$ cat src/shared/upsm_pkg.sv
// Purpose: Shared constants and types of the USB power state manager
// Assumes: 32-bit register port, byte offsets
// Notes: Used by hardware and bench
package upsm_pkg;

    // Register byte offsets
    localparam logic [7:0] OFS_POWER_MGMT = 8'h00;
    localparam logic [7:0] OFS_LAN_WAKE = 8'h04;
    localparam logic [7:0] OFS_PIN_WAKE = 8'h08;
    localparam logic [7:0] OFS_PIN_FLAGS = 8'h0C;

    // power_mgmt_control fields
    localparam int PM_READY = 0;
    localparam int PM_LEVEL_LO = 1;
    localparam int PM_LAN_EN = 3;
    localparam int PM_ENERGY_EN = 4;
    localparam int PM_CAUSE_LAN = 5;
    localparam int PM_CAUSE_ENERGY = 6;
    localparam int PM_CONFIGURED = 7;
    localparam int PM_STATE_LO = 8;
    localparam int PM_PLL_ON = 11;

    // pin wake and LAN wake register fields
    localparam int PW_LINK_SEL = 16;
    localparam int PIN_LINK = 7;
    localparam int LAN_CTL_W = 5;

    // Sleep level encodings
    localparam logic [1:0] LVL_WOL = 2'h0;
    localparam logic [1:0] LVL_ENERGY = 2'h1;
    localparam logic [1:0] LVL_DEEPEST = 2'h2;
    localparam logic [1:0] LVL_CLOCKED = 2'h3;

    // Values after reset
    localparam logic [1:0] RST_LEVEL = LVL_DEEPEST;
    localparam logic RST_PIN_RESET_N = 1'b1;
    localparam logic RST_LOAD_PENDING = 1'b1;

    typedef enum logic [2:0] {
        ST_VBUS_ABSENT,
        ST_UNCONF,
        ST_CONF,
        ST_SLEEP_WOL,
        ST_SLEEP_ENERGY,
        ST_SLEEP_DEEPEST,
        ST_SLEEP_CLOCKED
    } upsm_state_e;

    // USB controller events, one-cycle pulses
    typedef struct packed {
        logic bus_reset;
        logic suspend;
        logic resume;
        logic configured;
        logic deconfigured;
        logic load_done;
    } upsm_usb_s;

    // MAC and PHY wake sources, same clock
    typedef struct packed {
        logic mac_wol;
        logic phy_energy;
        logic phy_link_up;
        logic good_frame;
    } upsm_wake_s;

endpackage

$ cat src/hw/upsm_power_state_manager.sv
// Purpose: Power state sequencing of a USB attached network device
// Assumes: clk_i is the free 200 MHz domain; USB and MAC events
//          arrive on clk_i; bus power, pin reset and pins are async
// Notes: Register port answers reads one cycle after the strobe
//
// Overview of operation
// RQ1 - POR without bus power stays absent
// RQ2 - Bus power loss forces absent state
// RQ3 - Four ways into NORMAL
// RQ4 - Any system reset lands in Unconfigured
// RQ5 - Configuration completes: Configured, all modules on
// RQ6 - Deconfigure returns to Unconfigured
// RQ7 - Ready in NORMAL, after configuration load
// RQ8 - Context kept, ready on suspend return
// RQ9 - Suspend enters level from selection field
// RQ10 - Level defaults deepest, reverts on deconfigure
// RQ11 - Resume or enabled wake leaves suspend
// RQ12 - Unconfigured suspend only deepest, returns Unconfigured
// RQ13 - Bus reset or pin reset reinitialise
// RQ14 - Wol level wakes on LAN, pins
// RQ15 - Energy level wakes on energy, pins
// RQ16 - Deepest wakes by host or pin only
// RQ17 - Clocked level keeps clocks, frame wakes
// RQ18 - Clocked level: LAN enables drop frames
// RQ19 - LAN cause bit covers good frames
// RQ20 - Link select stays readable for pin 7
// RQ21 - PLL gated in low power states
// RQ22 - Host clears pending wakes before suspend
// RQ23 - Level latched when suspend is detected
module upsm_power_state_manager #(
    parameter int PIN_COUNT = 11
) (
    // Clock and reset
    input wire logic clk_i,
    input wire logic reset_i,
    // Asynchronous pins
    input wire logic bus_power_detect_i,
    input wire logic pin_reset_n_i,
    input wire logic [PIN_COUNT-1:0] pin_i,
    // USB controller and wake sources
    input wire upsm_pkg::upsm_usb_s usb_i,
    input wire upsm_pkg::upsm_wake_s wake_i,
    // Register port
    input wire logic [7:0] reg_addr_i,
    input wire logic [31:0] reg_wdata_i,
    input wire logic reg_write_i,
    input wire logic reg_read_i,
    output logic [31:0] reg_rdata_o,
    // Power controls and status
    output logic pll_enable_o,
    output logic full_enable_o,
    output logic phy_power_down_o,
    output logic frame_drop_o,
    output logic ready_o,
    output logic remote_wake_o,
    output upsm_pkg::upsm_state_e state_o
);

    localparam int SW = PIN_COUNT + 2;

    // Pin synchroniser: three stages, accepted when stage 2 and 3 agree
    logic [SW-1:0] sync1_q;
    logic [SW-1:0] sync2_q;
    logic [SW-1:0] sync3_q;
    logic [SW-1:0] clean_q;
    logic [SW-1:0] clean_rst;
    logic vbus;
    logic pin_rst_n;
    logic [PIN_COUNT-1:0] pins;

    // Registers and state
    upsm_pkg::upsm_state_e state_q;
    upsm_pkg::upsm_state_e state_d;
    logic from_conf_q;
    logic [1:0] level_q;
    logic lan_en_q;
    logic energy_en_q;
    logic [upsm_pkg::LAN_CTL_W-1:0] lan_ctl_q;
    logic [PIN_COUNT-1:0] pin_en_q;
    logic link_sel_q;
    logic [PIN_COUNT-1:0] pin_flags_q;
    logic [PIN_COUNT-1:0] pin_flags_d;
    logic [1:0] cause_q;
    logic [1:0] cause_d;
    logic load_pending_q;
    logic ready_q;
    logic remote_wake_q;
    logic [31:0] rdata_q;

    // Decoded terms
    logic sys_rst;
    logic in_sleep;
    logic lan_hit;
    logic energy_hit;
    logic wake_hit;
    logic [PIN_COUNT-1:0] pin_set;
    logic wr_pm;
    logic wr_lan;
    logic wr_pin;
    logic wr_flags;

    function automatic upsm_pkg::upsm_state_e level_state(
        input logic [1:0] lvl
    );
        upsm_pkg::upsm_state_e s;
        unique case (lvl)
            upsm_pkg::LVL_WOL: s = upsm_pkg::ST_SLEEP_WOL;
            upsm_pkg::LVL_ENERGY: s = upsm_pkg::ST_SLEEP_ENERGY;
            upsm_pkg::LVL_DEEPEST: s = upsm_pkg::ST_SLEEP_DEEPEST;
            upsm_pkg::LVL_CLOCKED: s = upsm_pkg::ST_SLEEP_CLOCKED;
        endcase
        return s;
    endfunction

    function automatic logic is_normal(input upsm_pkg::upsm_state_e s);
        return s == upsm_pkg::ST_UNCONF || s == upsm_pkg::ST_CONF;
    endfunction

    assign clean_rst = {1'b0, upsm_pkg::RST_PIN_RESET_N,
                        {PIN_COUNT{1'b0}}};

    always_ff @(posedge clk_i)
    begin
        if (reset_i)
        begin
            sync1_q <= clean_rst;
            sync2_q <= clean_rst;
            sync3_q <= clean_rst;
            clean_q <= clean_rst;
        end
        else
        begin
            sync1_q <= {bus_power_detect_i, pin_reset_n_i, pin_i};
            sync2_q <= sync1_q;
            sync3_q <= sync2_q;
            for (int i = 0; i < SW; i++)
            begin
                if (sync2_q[i] == sync3_q[i])
                begin
                    clean_q[i] <= sync3_q[i];
                end
            end
        end
    end

    assign vbus = clean_q[SW-1];
    assign pin_rst_n = clean_q[SW-2];
    assign pins = clean_q[PIN_COUNT-1:0];

    // Soft system reset from pin or USB bus
    assign sys_rst = !pin_rst_n || usb_i.bus_reset; // [RQ13]

    assign in_sleep = !is_normal(state_q) &&
                      state_q != upsm_pkg::ST_VBUS_ABSENT;

    // Wake event qualification per level
    always_comb
    begin
        pin_set = pins & pin_en_q; // [RQ14] [RQ15] [RQ16]
        if (link_sel_q && wake_i.phy_link_up &&
            (state_q == upsm_pkg::ST_SLEEP_WOL ||
             state_q == upsm_pkg::ST_SLEEP_CLOCKED))
        begin
            pin_set[upsm_pkg::PIN_LINK] = 1'b1; // [RQ17] [RQ20]
        end
        lan_hit = 1'b0;
        if (state_q == upsm_pkg::ST_SLEEP_WOL)
        begin
            lan_hit = lan_en_q && wake_i.mac_wol; // [RQ14]
        end
        if (state_q == upsm_pkg::ST_SLEEP_CLOCKED)
        begin
            // LAN enable is ignored; frames only pass with no LAN enables
            lan_hit = wake_i.good_frame && !(|lan_ctl_q); // [RQ17] [RQ18]
        end
        energy_hit = state_q == upsm_pkg::ST_SLEEP_ENERGY &&
                     energy_en_q && wake_i.phy_energy; // [RQ15]
        // Pending flags wake again at once after suspend
        wake_hit = in_sleep && (lan_hit || energy_hit || |pin_set ||
                   |pin_flags_q || |cause_q); // [RQ11] [RQ22]
    end

    assign frame_drop_o = state_q == upsm_pkg::ST_SLEEP_CLOCKED &&
                          |lan_ctl_q; // [RQ18]

    // Next state
    always_comb
    begin
        state_d = state_q;
        unique case (state_q)
            upsm_pkg::ST_VBUS_ABSENT:
            begin
                if (vbus)
                begin
                    state_d = upsm_pkg::ST_UNCONF; // [RQ1] [RQ3]
                end
            end
            upsm_pkg::ST_UNCONF:
            begin
                if (usb_i.configured)
                begin
                    state_d = upsm_pkg::ST_CONF; // [RQ5]
                end
                else if (usb_i.suspend)
                begin
                    state_d = upsm_pkg::ST_SLEEP_DEEPEST; // [RQ12]
                end
            end
            upsm_pkg::ST_CONF:
            begin
                if (usb_i.deconfigured)
                begin
                    state_d = upsm_pkg::ST_UNCONF; // [RQ6]
                end
                else if (usb_i.suspend)
                begin
                    state_d = level_state(level_q); // [RQ9] [RQ23]
                end
            end
            upsm_pkg::ST_SLEEP_WOL,
            upsm_pkg::ST_SLEEP_ENERGY,
            upsm_pkg::ST_SLEEP_DEEPEST,
            upsm_pkg::ST_SLEEP_CLOCKED:
            begin
                if (usb_i.resume || wake_hit)
                begin
                    state_d = from_conf_q ? upsm_pkg::ST_CONF
                                          : upsm_pkg::ST_UNCONF; // [RQ3] [RQ8] [RQ12]
                end
            end
            default:
            begin
                state_d = upsm_pkg::ST_VBUS_ABSENT;
            end
        endcase
        if (sys_rst)
        begin
            state_d = upsm_pkg::ST_UNCONF; // [RQ3] [RQ4] [RQ13]
        end
        if (!vbus)
        begin
            state_d = upsm_pkg::ST_VBUS_ABSENT; // [RQ1] [RQ2]
        end
    end

    always_ff @(posedge clk_i)
    begin
        if (reset_i)
        begin
            state_q <= upsm_pkg::ST_VBUS_ABSENT; // [RQ1]
            from_conf_q <= 1'b0;
        end
        else
        begin
            state_q <= state_d;
            if (state_q == upsm_pkg::ST_CONF && !in_sleep)
            begin
                from_conf_q <= 1'b1;
            end
            else if (!in_sleep)
            begin
                from_conf_q <= 1'b0;
            end
        end
    end

    // Ready: in NORMAL once the configuration load has finished
    always_ff @(posedge clk_i)
    begin
        if (reset_i)
        begin
            load_pending_q <= upsm_pkg::RST_LOAD_PENDING;
            ready_q <= 1'b0;
        end
        else
        begin
            if (usb_i.load_done)
            begin
                load_pending_q <= 1'b0;
            end
            else if (sys_rst)
            begin
                load_pending_q <= 1'b1; // [RQ7]
            end
            ready_q <= is_normal(state_d) &&
                       (usb_i.load_done || !load_pending_q) &&
                       !sys_rst; // [RQ7] [RQ8]
        end
    end

    // Remote wake pulse when a wake event ends suspend
    always_ff @(posedge clk_i)
    begin
        if (reset_i)
        begin
            remote_wake_q <= 1'b0;
        end
        else
        begin
            remote_wake_q <= wake_hit && !usb_i.resume &&
                             is_normal(state_d);
        end
    end

    assign wr_pm = reg_write_i && reg_addr_i == upsm_pkg::OFS_POWER_MGMT;
    assign wr_lan = reg_write_i && reg_addr_i == upsm_pkg::OFS_LAN_WAKE;
    assign wr_pin = reg_write_i && reg_addr_i == upsm_pkg::OFS_PIN_WAKE;
    assign wr_flags = reg_write_i && reg_addr_i == upsm_pkg::OFS_PIN_FLAGS;

    // Control registers, reinitialised by any system reset
    always_ff @(posedge clk_i)
    begin
        if (reset_i || sys_rst)
        begin
            level_q <= upsm_pkg::RST_LEVEL; // [RQ10] [RQ13]
            lan_en_q <= 1'b0;
            energy_en_q <= 1'b0;
            lan_ctl_q <= '0;
            pin_en_q <= '0;
            link_sel_q <= 1'b0;
        end
        else
        begin
            if (usb_i.deconfigured && state_q == upsm_pkg::ST_CONF)
            begin
                level_q <= upsm_pkg::RST_LEVEL; // [RQ10]
            end
            else if (wr_pm)
            begin
                level_q <= reg_wdata_i[upsm_pkg::PM_LEVEL_LO +: 2]; // [RQ9]
            end
            if (wr_pm)
            begin
                lan_en_q <= reg_wdata_i[upsm_pkg::PM_LAN_EN];
                energy_en_q <= reg_wdata_i[upsm_pkg::PM_ENERGY_EN];
            end
            if (wr_lan)
            begin
                lan_ctl_q <= reg_wdata_i[upsm_pkg::LAN_CTL_W-1:0];
            end
            if (wr_pin)
            begin
                pin_en_q <= reg_wdata_i[PIN_COUNT-1:0];
                link_sel_q <= reg_wdata_i[upsm_pkg::PW_LINK_SEL]; // [RQ20]
            end
        end
    end

    // Sticky wake flags, write one to clear, a new event wins
    always_comb
    begin
        pin_flags_d = pin_flags_q;
        cause_d = cause_q;
        if (wr_flags)
        begin
            pin_flags_d = pin_flags_q & ~reg_wdata_i[PIN_COUNT-1:0];
        end
        if (wr_pm)
        begin
            cause_d = cause_q &
                      ~reg_wdata_i[upsm_pkg::PM_CAUSE_LAN +: 2];
        end
        if (in_sleep)
        begin
            pin_flags_d = pin_flags_d | pin_set;
            cause_d[0] = cause_d[0] | lan_hit; // [RQ19]
            cause_d[1] = cause_d[1] | energy_hit;
        end
    end

    always_ff @(posedge clk_i)
    begin
        if (reset_i || sys_rst)
        begin
            pin_flags_q <= '0;
            cause_q <= '0;
        end
        else
        begin
            pin_flags_q <= pin_flags_d;
            cause_q <= cause_d;
        end
    end

    // Read data, valid only in the cycle after the read strobe
    always_ff @(posedge clk_i)
    begin
        if (reset_i)
        begin
            rdata_q <= '0;
        end
        else
        begin
            rdata_q <= '0;
            if (reg_read_i)
            begin
                unique case (reg_addr_i)
                    upsm_pkg::OFS_POWER_MGMT:
                    begin
                        rdata_q[upsm_pkg::PM_READY] <= ready_q;
                        rdata_q[upsm_pkg::PM_LEVEL_LO +: 2] <= level_q;
                        rdata_q[upsm_pkg::PM_LAN_EN] <= lan_en_q;
                        rdata_q[upsm_pkg::PM_ENERGY_EN] <= energy_en_q;
                        rdata_q[upsm_pkg::PM_CAUSE_LAN +: 2] <= cause_q;
                        rdata_q[upsm_pkg::PM_CONFIGURED] <= from_conf_q ||
                            state_q == upsm_pkg::ST_CONF;
                        rdata_q[upsm_pkg::PM_STATE_LO +: 3] <= state_q;
                        rdata_q[upsm_pkg::PM_PLL_ON] <= pll_enable_o;
                    end
                    upsm_pkg::OFS_LAN_WAKE:
                    begin
                        rdata_q[upsm_pkg::LAN_CTL_W-1:0] <= lan_ctl_q;
                    end
                    upsm_pkg::OFS_PIN_WAKE:
                    begin
                        rdata_q[PIN_COUNT-1:0] <= pin_en_q;
                        rdata_q[upsm_pkg::PW_LINK_SEL] <= link_sel_q; // [RQ20]
                    end
                    upsm_pkg::OFS_PIN_FLAGS:
                    begin
                        rdata_q[PIN_COUNT-1:0] <= pin_flags_q;
                    end
                    default:
                    begin
                        rdata_q <= '0;
                    end
                endcase
            end
        end
    end

    // Clock and module gating: reference clock itself is never gated
    assign pll_enable_o = state_q == upsm_pkg::ST_UNCONF ||
                          state_q == upsm_pkg::ST_CONF ||
                          state_q == upsm_pkg::ST_SLEEP_CLOCKED; // [RQ21] [RQ17]
    assign full_enable_o = state_q == upsm_pkg::ST_CONF; // [RQ4] [RQ5]
    assign phy_power_down_o = state_q == upsm_pkg::ST_SLEEP_DEEPEST; // [RQ16]
    assign ready_o = ready_q;
    assign remote_wake_o = remote_wake_q;
    assign reg_rdata_o = rdata_q;
    assign state_o = state_q;

endmodule

$ cat config.mk
export PLATFORM = sky130hd
export DESIGN_NAME = upsm_power_state_manager
export DESIGN_NICKNAME = d
export VERILOG_FILES = /design/src/shared/upsm_pkg.sv /design/src/hw/upsm_power_state_manager.sv
export SDC_FILE = /design/constraint.sdc
export NUM_CORES = 1
export LEC_CHECK = 0
export BUFFER_PORTS_ARGS = -buffer_cell sky130_fd_sc_hd__buf_2
export CAP_MARGIN = 20
export CORE_ASPECT_RATIO = 0.7
export CORE_UTILIZATION = 39
export CTS_CLUSTER_DIAMETER = 200
export DETAILED_ROUTE_END_ITERATION = 8
export GPL_TIMING_DRIVEN = 0
export PLACE_DENSITY = 0.73
export SLEW_MARGIN = 10
export SYNTH_ARGS = -nofsm -noshare
export SYNTH_HDL_FRONTEND = slang
export SYNTH_SLANG_ARGS = --single-unit
$ cat constraint.sdc
create_clock -name clk_i -period 3.12 [get_ports clk_i]
set_input_delay 0 -clock clk_i [delete_from_list [all_inputs] [get_ports clk_i]]
set_output_delay 0 -clock clk_i [all_outputs]
set_load 0.03 [all_outputs]
Word level (Yosys, flattened, before mapping)
Cells that the tools add are included.

Equal/unequal tests: 28. Mux-type cells: 23. Bitwise gates (word level): 11. Reduce and logical (&&, ||, !) cells: 53.

Operators with widths (count): $pmux 3 s4 (2); $and 11x11->11 (2); $mux 11 (2); $reduce_or 11->1 (2); $mux 3 (7); $pmux 5 s4 (1); $logic_and 1x1->1 (19); $pmux 6 s3 (1); $eq 8x4->1 const B (2); $eq 1x1->1 (13); $logic_or 1x1->1 (13); $not 11->11 (1); $or 11x11->11 (1); $eq 3x2->1 const B (3); $eq 3x3->1 const B (3); $eq 8x3->1 const B (1); $logic_not 8->1 (1); $logic_not 1->1 (7); $mux 1 (7); $eq 3x1->1 const B (2); $mux 2 (3); $reduce_or 2->1 (3); $reduce_or 3->1 (2); $reduce_or 5->1 (1); other kinds (12) (16).

Flip-flop bits (word level): 125. Output and inout bits: 41.

Longest topological paths before layout
Depth after elaboration: 18. Gate-level depth with buffers: 8. Mapped depth without buffers: 8.

Worst setup path after synthesis
No wires, ideal clock.

Kind: register to register. Start point: register state_q[2], in the netlist state_o[2]. End point: register remote_wake_q, in the netlist remote_wake_o. Setup time: 116 ps. Arrival time: 2173 ps. Slack: 830 ps. Cell stages (with the launch flop): 9. Buffers on the path: 1. Clock period less this slack: 2290 ps. Path through: dfxtp_1 clkbuf_8 or2b_2 a21boi_0 a32oi_1 a31o_1 a31o_1 xor2_1 and4_1.

Cells in the longest elaborated chain, start to end: 17.

RTL lines: start: declaration (line upsm_power_state_manager.sv:72) `upsm_pkg::upsm_state_e state_q;`; start signal: assignment (line upsm_power_state_manager.sv:250) `state_q <= upsm_pkg::ST_VBUS_ABSENT;`; start signal: assignment (line upsm_power_state_manager.sv:255) `state_q <= state_d;`; $eq 3x2->1 / $eq 3x3->1 (equally long branches); $logic_or 1x1->1 (line upsm_power_state_manager.sv:161) `(state_q == upsm_pkg::ST_SLEEP_WOL ||`; $logic_and 1x1->1 (line upsm_power_state_manager.sv:160) `if (link_sel_q && wake_i.phy_link_up &&`; $mux 1 (line upsm_power_state_manager.sv:160); $reduce_or 11->1 (line upsm_power_state_manager.sv:179) `wake_hit = in_sleep && (lan_hit || energy_hit || |pin_set ||`; $logic_or 1x1->1 (2 in series) (line upsm_power_state_manager.sv:179); $logic_or 1x1->1 (line upsm_power_state_manager.sv:180) `|pin_flags_q || |cause_q);`; $logic_and 1x1->1 (line upsm_power_state_manager.sv:179); $logic_or 1x1->1 (line upsm_power_state_manager.sv:225) `if (usb_i.resume || wake_hit)`; $mux 3 (line upsm_power_state_manager.sv:225); $pmux 3 s4 (line upsm_power_state_manager.sv:190) `unique case (state_q)`; $mux 3 (line upsm_power_state_manager.sv:236) `if (sys_rst)`; $mux 3 (line upsm_power_state_manager.sv:240) `if (!vbus)`; $eq 3x1->1 / $eq 3x2->1 (equally long branches) (line upsm_power_state_manager.sv:116) `return s == upsm_pkg::ST_UNCONF || s == upsm_pkg::ST_CONF;`; $logic_or 1x1->1 (line upsm_power_state_manager.sv:116); $logic_and 1x1->1 (*) (line upsm_power_state_manager.sv:300) `remote_wake_q <= wake_hit && !usb_i.resume &&`; end signal: assignment (line upsm_power_state_manager.sv:300); end: declaration (line upsm_power_state_manager.sv:87) `logic remote_wake_q;`.

Mark *: on every way between the ends. The rest lies on a longest branch, timed or not. A chain may end at the register's enable or synchronous reset.

Worst setup path after layout
Start point: register pin_en_q[5]. End point: register remote_wake_q, in the netlist remote_wake_o.

Cells in the longest elaborated chain, start to end: 14.

RTL lines: start: declaration (line upsm_power_state_manager.sv:79) `logic [PIN_COUNT-1:0] pin_en_q;`; start signal: assignment (line upsm_power_state_manager.sv:343) `pin_en_q <= reg_wdata_i[PIN_COUNT-1:0];`; $and 11x11->11 (*) (line upsm_power_state_manager.sv:159) `pin_set = pins & pin_en_q;`; $reduce_or 11->1 (*) (line upsm_power_state_manager.sv:179); $logic_or 1x1->1 (*) (2 in series) (line upsm_power_state_manager.sv:179); $logic_or 1x1->1 (*) (line upsm_power_state_manager.sv:180); $logic_and 1x1->1 (*) (line upsm_power_state_manager.sv:179); $logic_or 1x1->1 (line upsm_power_state_manager.sv:225); $mux 3 (line upsm_power_state_manager.sv:225); $pmux 3 s4 (line upsm_power_state_manager.sv:190); $mux 3 (line upsm_power_state_manager.sv:236); $mux 3 (line upsm_power_state_manager.sv:240); $eq 3x1->1 / $eq 3x2->1 (equally long branches) (line upsm_power_state_manager.sv:116); $logic_or 1x1->1 (line upsm_power_state_manager.sv:116); $logic_and 1x1->1 (*) (line upsm_power_state_manager.sv:300).

Marked as above.

==> reports/results.txt <==
Status = finished, final reports clean
Final WS setup = 0.701 ns
Vias in the first global route = 3386
CP Data Arrival Time = 2.72 ns
Fin crit share = 77.5%
Residual DRC = 0
Peak Freq = 413 MHz
H-tree levels = 3
Internal power = 2.00 mW
CTS resizes = 0
Endpoints failing hold = 0
Clock power share = 39.6%
Final ANT Viol Nets = 0
Final TNS setup = 0 ns
Switch share = 23.1%
CTS tree = done
Pwr dens = 483 mW/mm^2
Routability cong. = 0.901
# nets final = 645
Most common cell after layout, fill and taps aside = dfxtp_1
Clk_lat worst skew = 0.35 ns
WS Path Type = flop to flop
Grt ovf = 0
Hold WC Path Type = input port to flop
Aggregate global-route resource usage = 20.1%
Final setup viols = 0
CP Data Required Time = 3.42 ns
Port Buffers = 67
Min cycle time layout = 2.42 ns
CP Capture Type = flop
Ys flop type = dfxtp_1
Syn avg cell area = 9.44 um^2
CP startpoint kind = flop
Die Y = 89.5 um
Sequential fraction of the synthesis area = 49.7%
Hpwl dp = 8.08 mm
Row count = 31
WL per Instance = 15.3 um
Die area = 0.0114 mm^2
Reg area = 0.00212 mm^2
Initial core utilization = 40.7%
Post-synthesis cell type count = 59
Fill count = 987
Core area = 0.0105 mm^2
MaxCap Viol Count = 0
CTS buffer count = 9
Reg power frac = 53.2%
Yosys Warn Count = 0
# IOs = 108
Clk pin slew, worst setup/hold paths = 0.07 ns
Final wirelength = 10.9 mm
Hold_sp = usb_i[5]
Crit-path max FO = 4
Switching power = 0.602 mW
Via density = 5.11
RR Startpoint = pin_en_q[5]
CTS sink cnt = 106
Synth Cell Area = 0.00427 mm^2
Mapped Cells = 452
Relative slew slack = 47.4%
Measured slew at the worst slew-check pin = 0.789 ns
Fin Clk Skew = 0.00617 ns
Global-route wire length before repair = 17.0 mm
Largest net degree at the start of global routing = 18
Area Overhead vs Synth = 26.2%
Pleak = 2.27 nW
Fraction of layout cells with a size suffix above 1 = 21.1%
Initial antenna violation count = 0
Setup slack at placement = 0.759 ns
Max-slew violation count = 0
Critical path origin = pin_en_q[5]
Commonest non-fill, non-tap cells in the layout = dfxtp_1 (106), buf_2 (68), nor2_1 (54), nand2_1 (45), nor2b_1 (42)
CTS root buf = clkbuf_16
TritonRoute pass-1 iters = 5
Yosys reg bits = 106
Maximum root-to-sink buffer count = 2
Comb pwr share = 7.2%
RSZ-0062 raised after global routing = no
Number of synthesized flops with an enable pin = 0
Via count = 3635
DIE WIDTH = 127 um
Core Util, Final = 51.4%
Initial drt markers = 371
Worst-case vdd ir drop = 355 uV
Ant. Diodes = 0
FFs w/ async S/R, synth = 0%
Multi-input gate area = 0.00191 mm^2
==> final timing paths <==
path / cells after the start / slack (ns) / endpoint
max: 7 / 0.70 / remote_wake_o
max reg2reg: 7 / 0.70 / remote_wake_o
min: 4 / 0.03 / load_pending_q
min reg2reg: 1 / 0.41 / sync2_q[11]
==> per-layer routing <==
layer  track usage, %  share of wire (%)
met1             26.0                 44
met2             32.1                 43
met3             6.58                 11
met4             6.71                1.6
met5                0                  0
==> cell type report <==
class                      count  area share, %
clock inverter                 5          0.790
sequential                   106           39.4
multi-input combinational    316           35.5
inverter                       6          0.418
clock buffer                   9           4.18
timing repair buffer          95           11.4
buffer                        42           5.14
tap                          132           3.07
==> through the flow <==
step,power [mW],hold WS (ns),instances,cell area (um^2)
3_3_place_gp,1.57,0.191,669,4830
2_1_floorplan,1.52,0.102,470,4330
6_report,2.60,0.0341,711,5380
3_5_place_dp,1.57,0.188,669,4830
5_1_grt,2.70,0.0470,711,5380
4_1_cts,2.63,0.0174,711,5380
==> sequential cells by signal, indices dropped and copies added, names as in the netlist <==
signal / flops
clean_q: 13
reg_rdata_o: 13
sync1_q: 13
sync2_q: 13
sync3_q: 13
pin_en_q: 11
pin_flags_q: 11
lan_ctl_q: 5
state_o: 3
cause_q: 2
level_q: 2
energy_en_q: 1
from_conf_q: 1
lan_en_q: 1
link_sel_q: 1
load_pending_q: 1
ready_o: 1
remote_wake_o: 1
==> critical path, cell delays in order, from the launching register on <==
cell and delay, ns:
dfxtp_1 0.34, a222oi_1 0.38, o31ai_1 0.15, nor4_2 0.43, nand3_1 0.26, a211oi_4 0.32
xor2_1 0.26, and4_1 0.22
==> repair_timing <==
action / 4_1_cts / 5_1_grt
setup buffers: 0 / 0
endpoints found under the setup margin: 0 / 0
hold buffers: 28 / 0
endpoints found under the hold margin: 45 / 0
==> synthesized netlist by cell type, types with 2 or more instances <==
| cell | count | share of area, % |
|---|---|---|
| ha_1 | 2 | 0.59 |
| nor2_1 | 54 | 4.8 |
| or2b_2 | 2 | 0.41 |
| a22oi_1 | 3 | 0.53 |
| a32oi_1 | 11 | 2.3 |
| a21boi_0 | 2 | 0.35 |
| a211oi_1 | 4 | 0.70 |
| nand2b_1 | 5 | 0.73 |
| buf_1 | 4 | 0.35 |
| clkbuf_1 | 13 | 1.1 |
| a21oi_1 | 24 | 2.8 |
| nor4_1 | 2 | 0.29 |
| or2_2 | 5 | 0.73 |
| a31o_1 | 2 | 0.41 |
| o21bai_1 | 2 | 0.35 |
| a31oi_1 | 8 | 1.2 |
| dfxtp_1 | 106 | 50 |
| buf_4 | 19 | 3.3 |
| nor3_2 | 2 | 0.47 |
| o21ai_0 | 16 | 1.9 |
| mux2i_1 | 22 | 5.2 |
| clkbuf_8 | 3 | 0.97 |
| nor2b_1 | 42 | 6.2 |
| inv_1 | 5 | 0.44 |
| a311oi_1 | 2 | 0.41 |
| nor3_1 | 8 | 0.94 |
| mux4_2 | 2 | 1.1 |
| nand2_1 | 45 | 4.0 |
| nand4b_1 | 2 | 0.41 |
| nand3_1 | 5 | 0.59 |
| and3_1 | 2 | 0.29 |
==> kinds of logic (layout without fill, tap and decap cells) <==
| group | after synthesis | in the layout | synth area share (%) |
|---|---|---|---|
| DFF | 106 | 106 | 49.7 |
| xor gates and xnor gates | 2 | 2 | 0.411 |
| AOI/OAI and AO/OA | 83 | 83 | 13.4 |
| muxes | 25 | 25 | 6.83 |
| other | 1 | 19 | 0.0879 |
| buffers and inverters | 48 | 157 | 7.01 |
| and+or+nand+nor | 185 | 185 | 21.9 |
| adders and majority gates | 2 | 2 | 0.586 |
==> power groups by stage <==
stage / Clock [mW] / Sequential [mW] / Combinational, mW
2_1_floorplan: 0 / 1.41 / 0.104
3_3_place_gp: 0 / 1.41 / 0.158
3_5_place_dp: 0 / 1.41 / 0.160
4_1_cts: 1.06 / 1.38 / 0.186
5_1_grt: 1.11 / 1.38 / 0.204
6_report: 1.03 / 1.38 / 0.188
No activity file was read; power rests on OpenSTA's default activity.
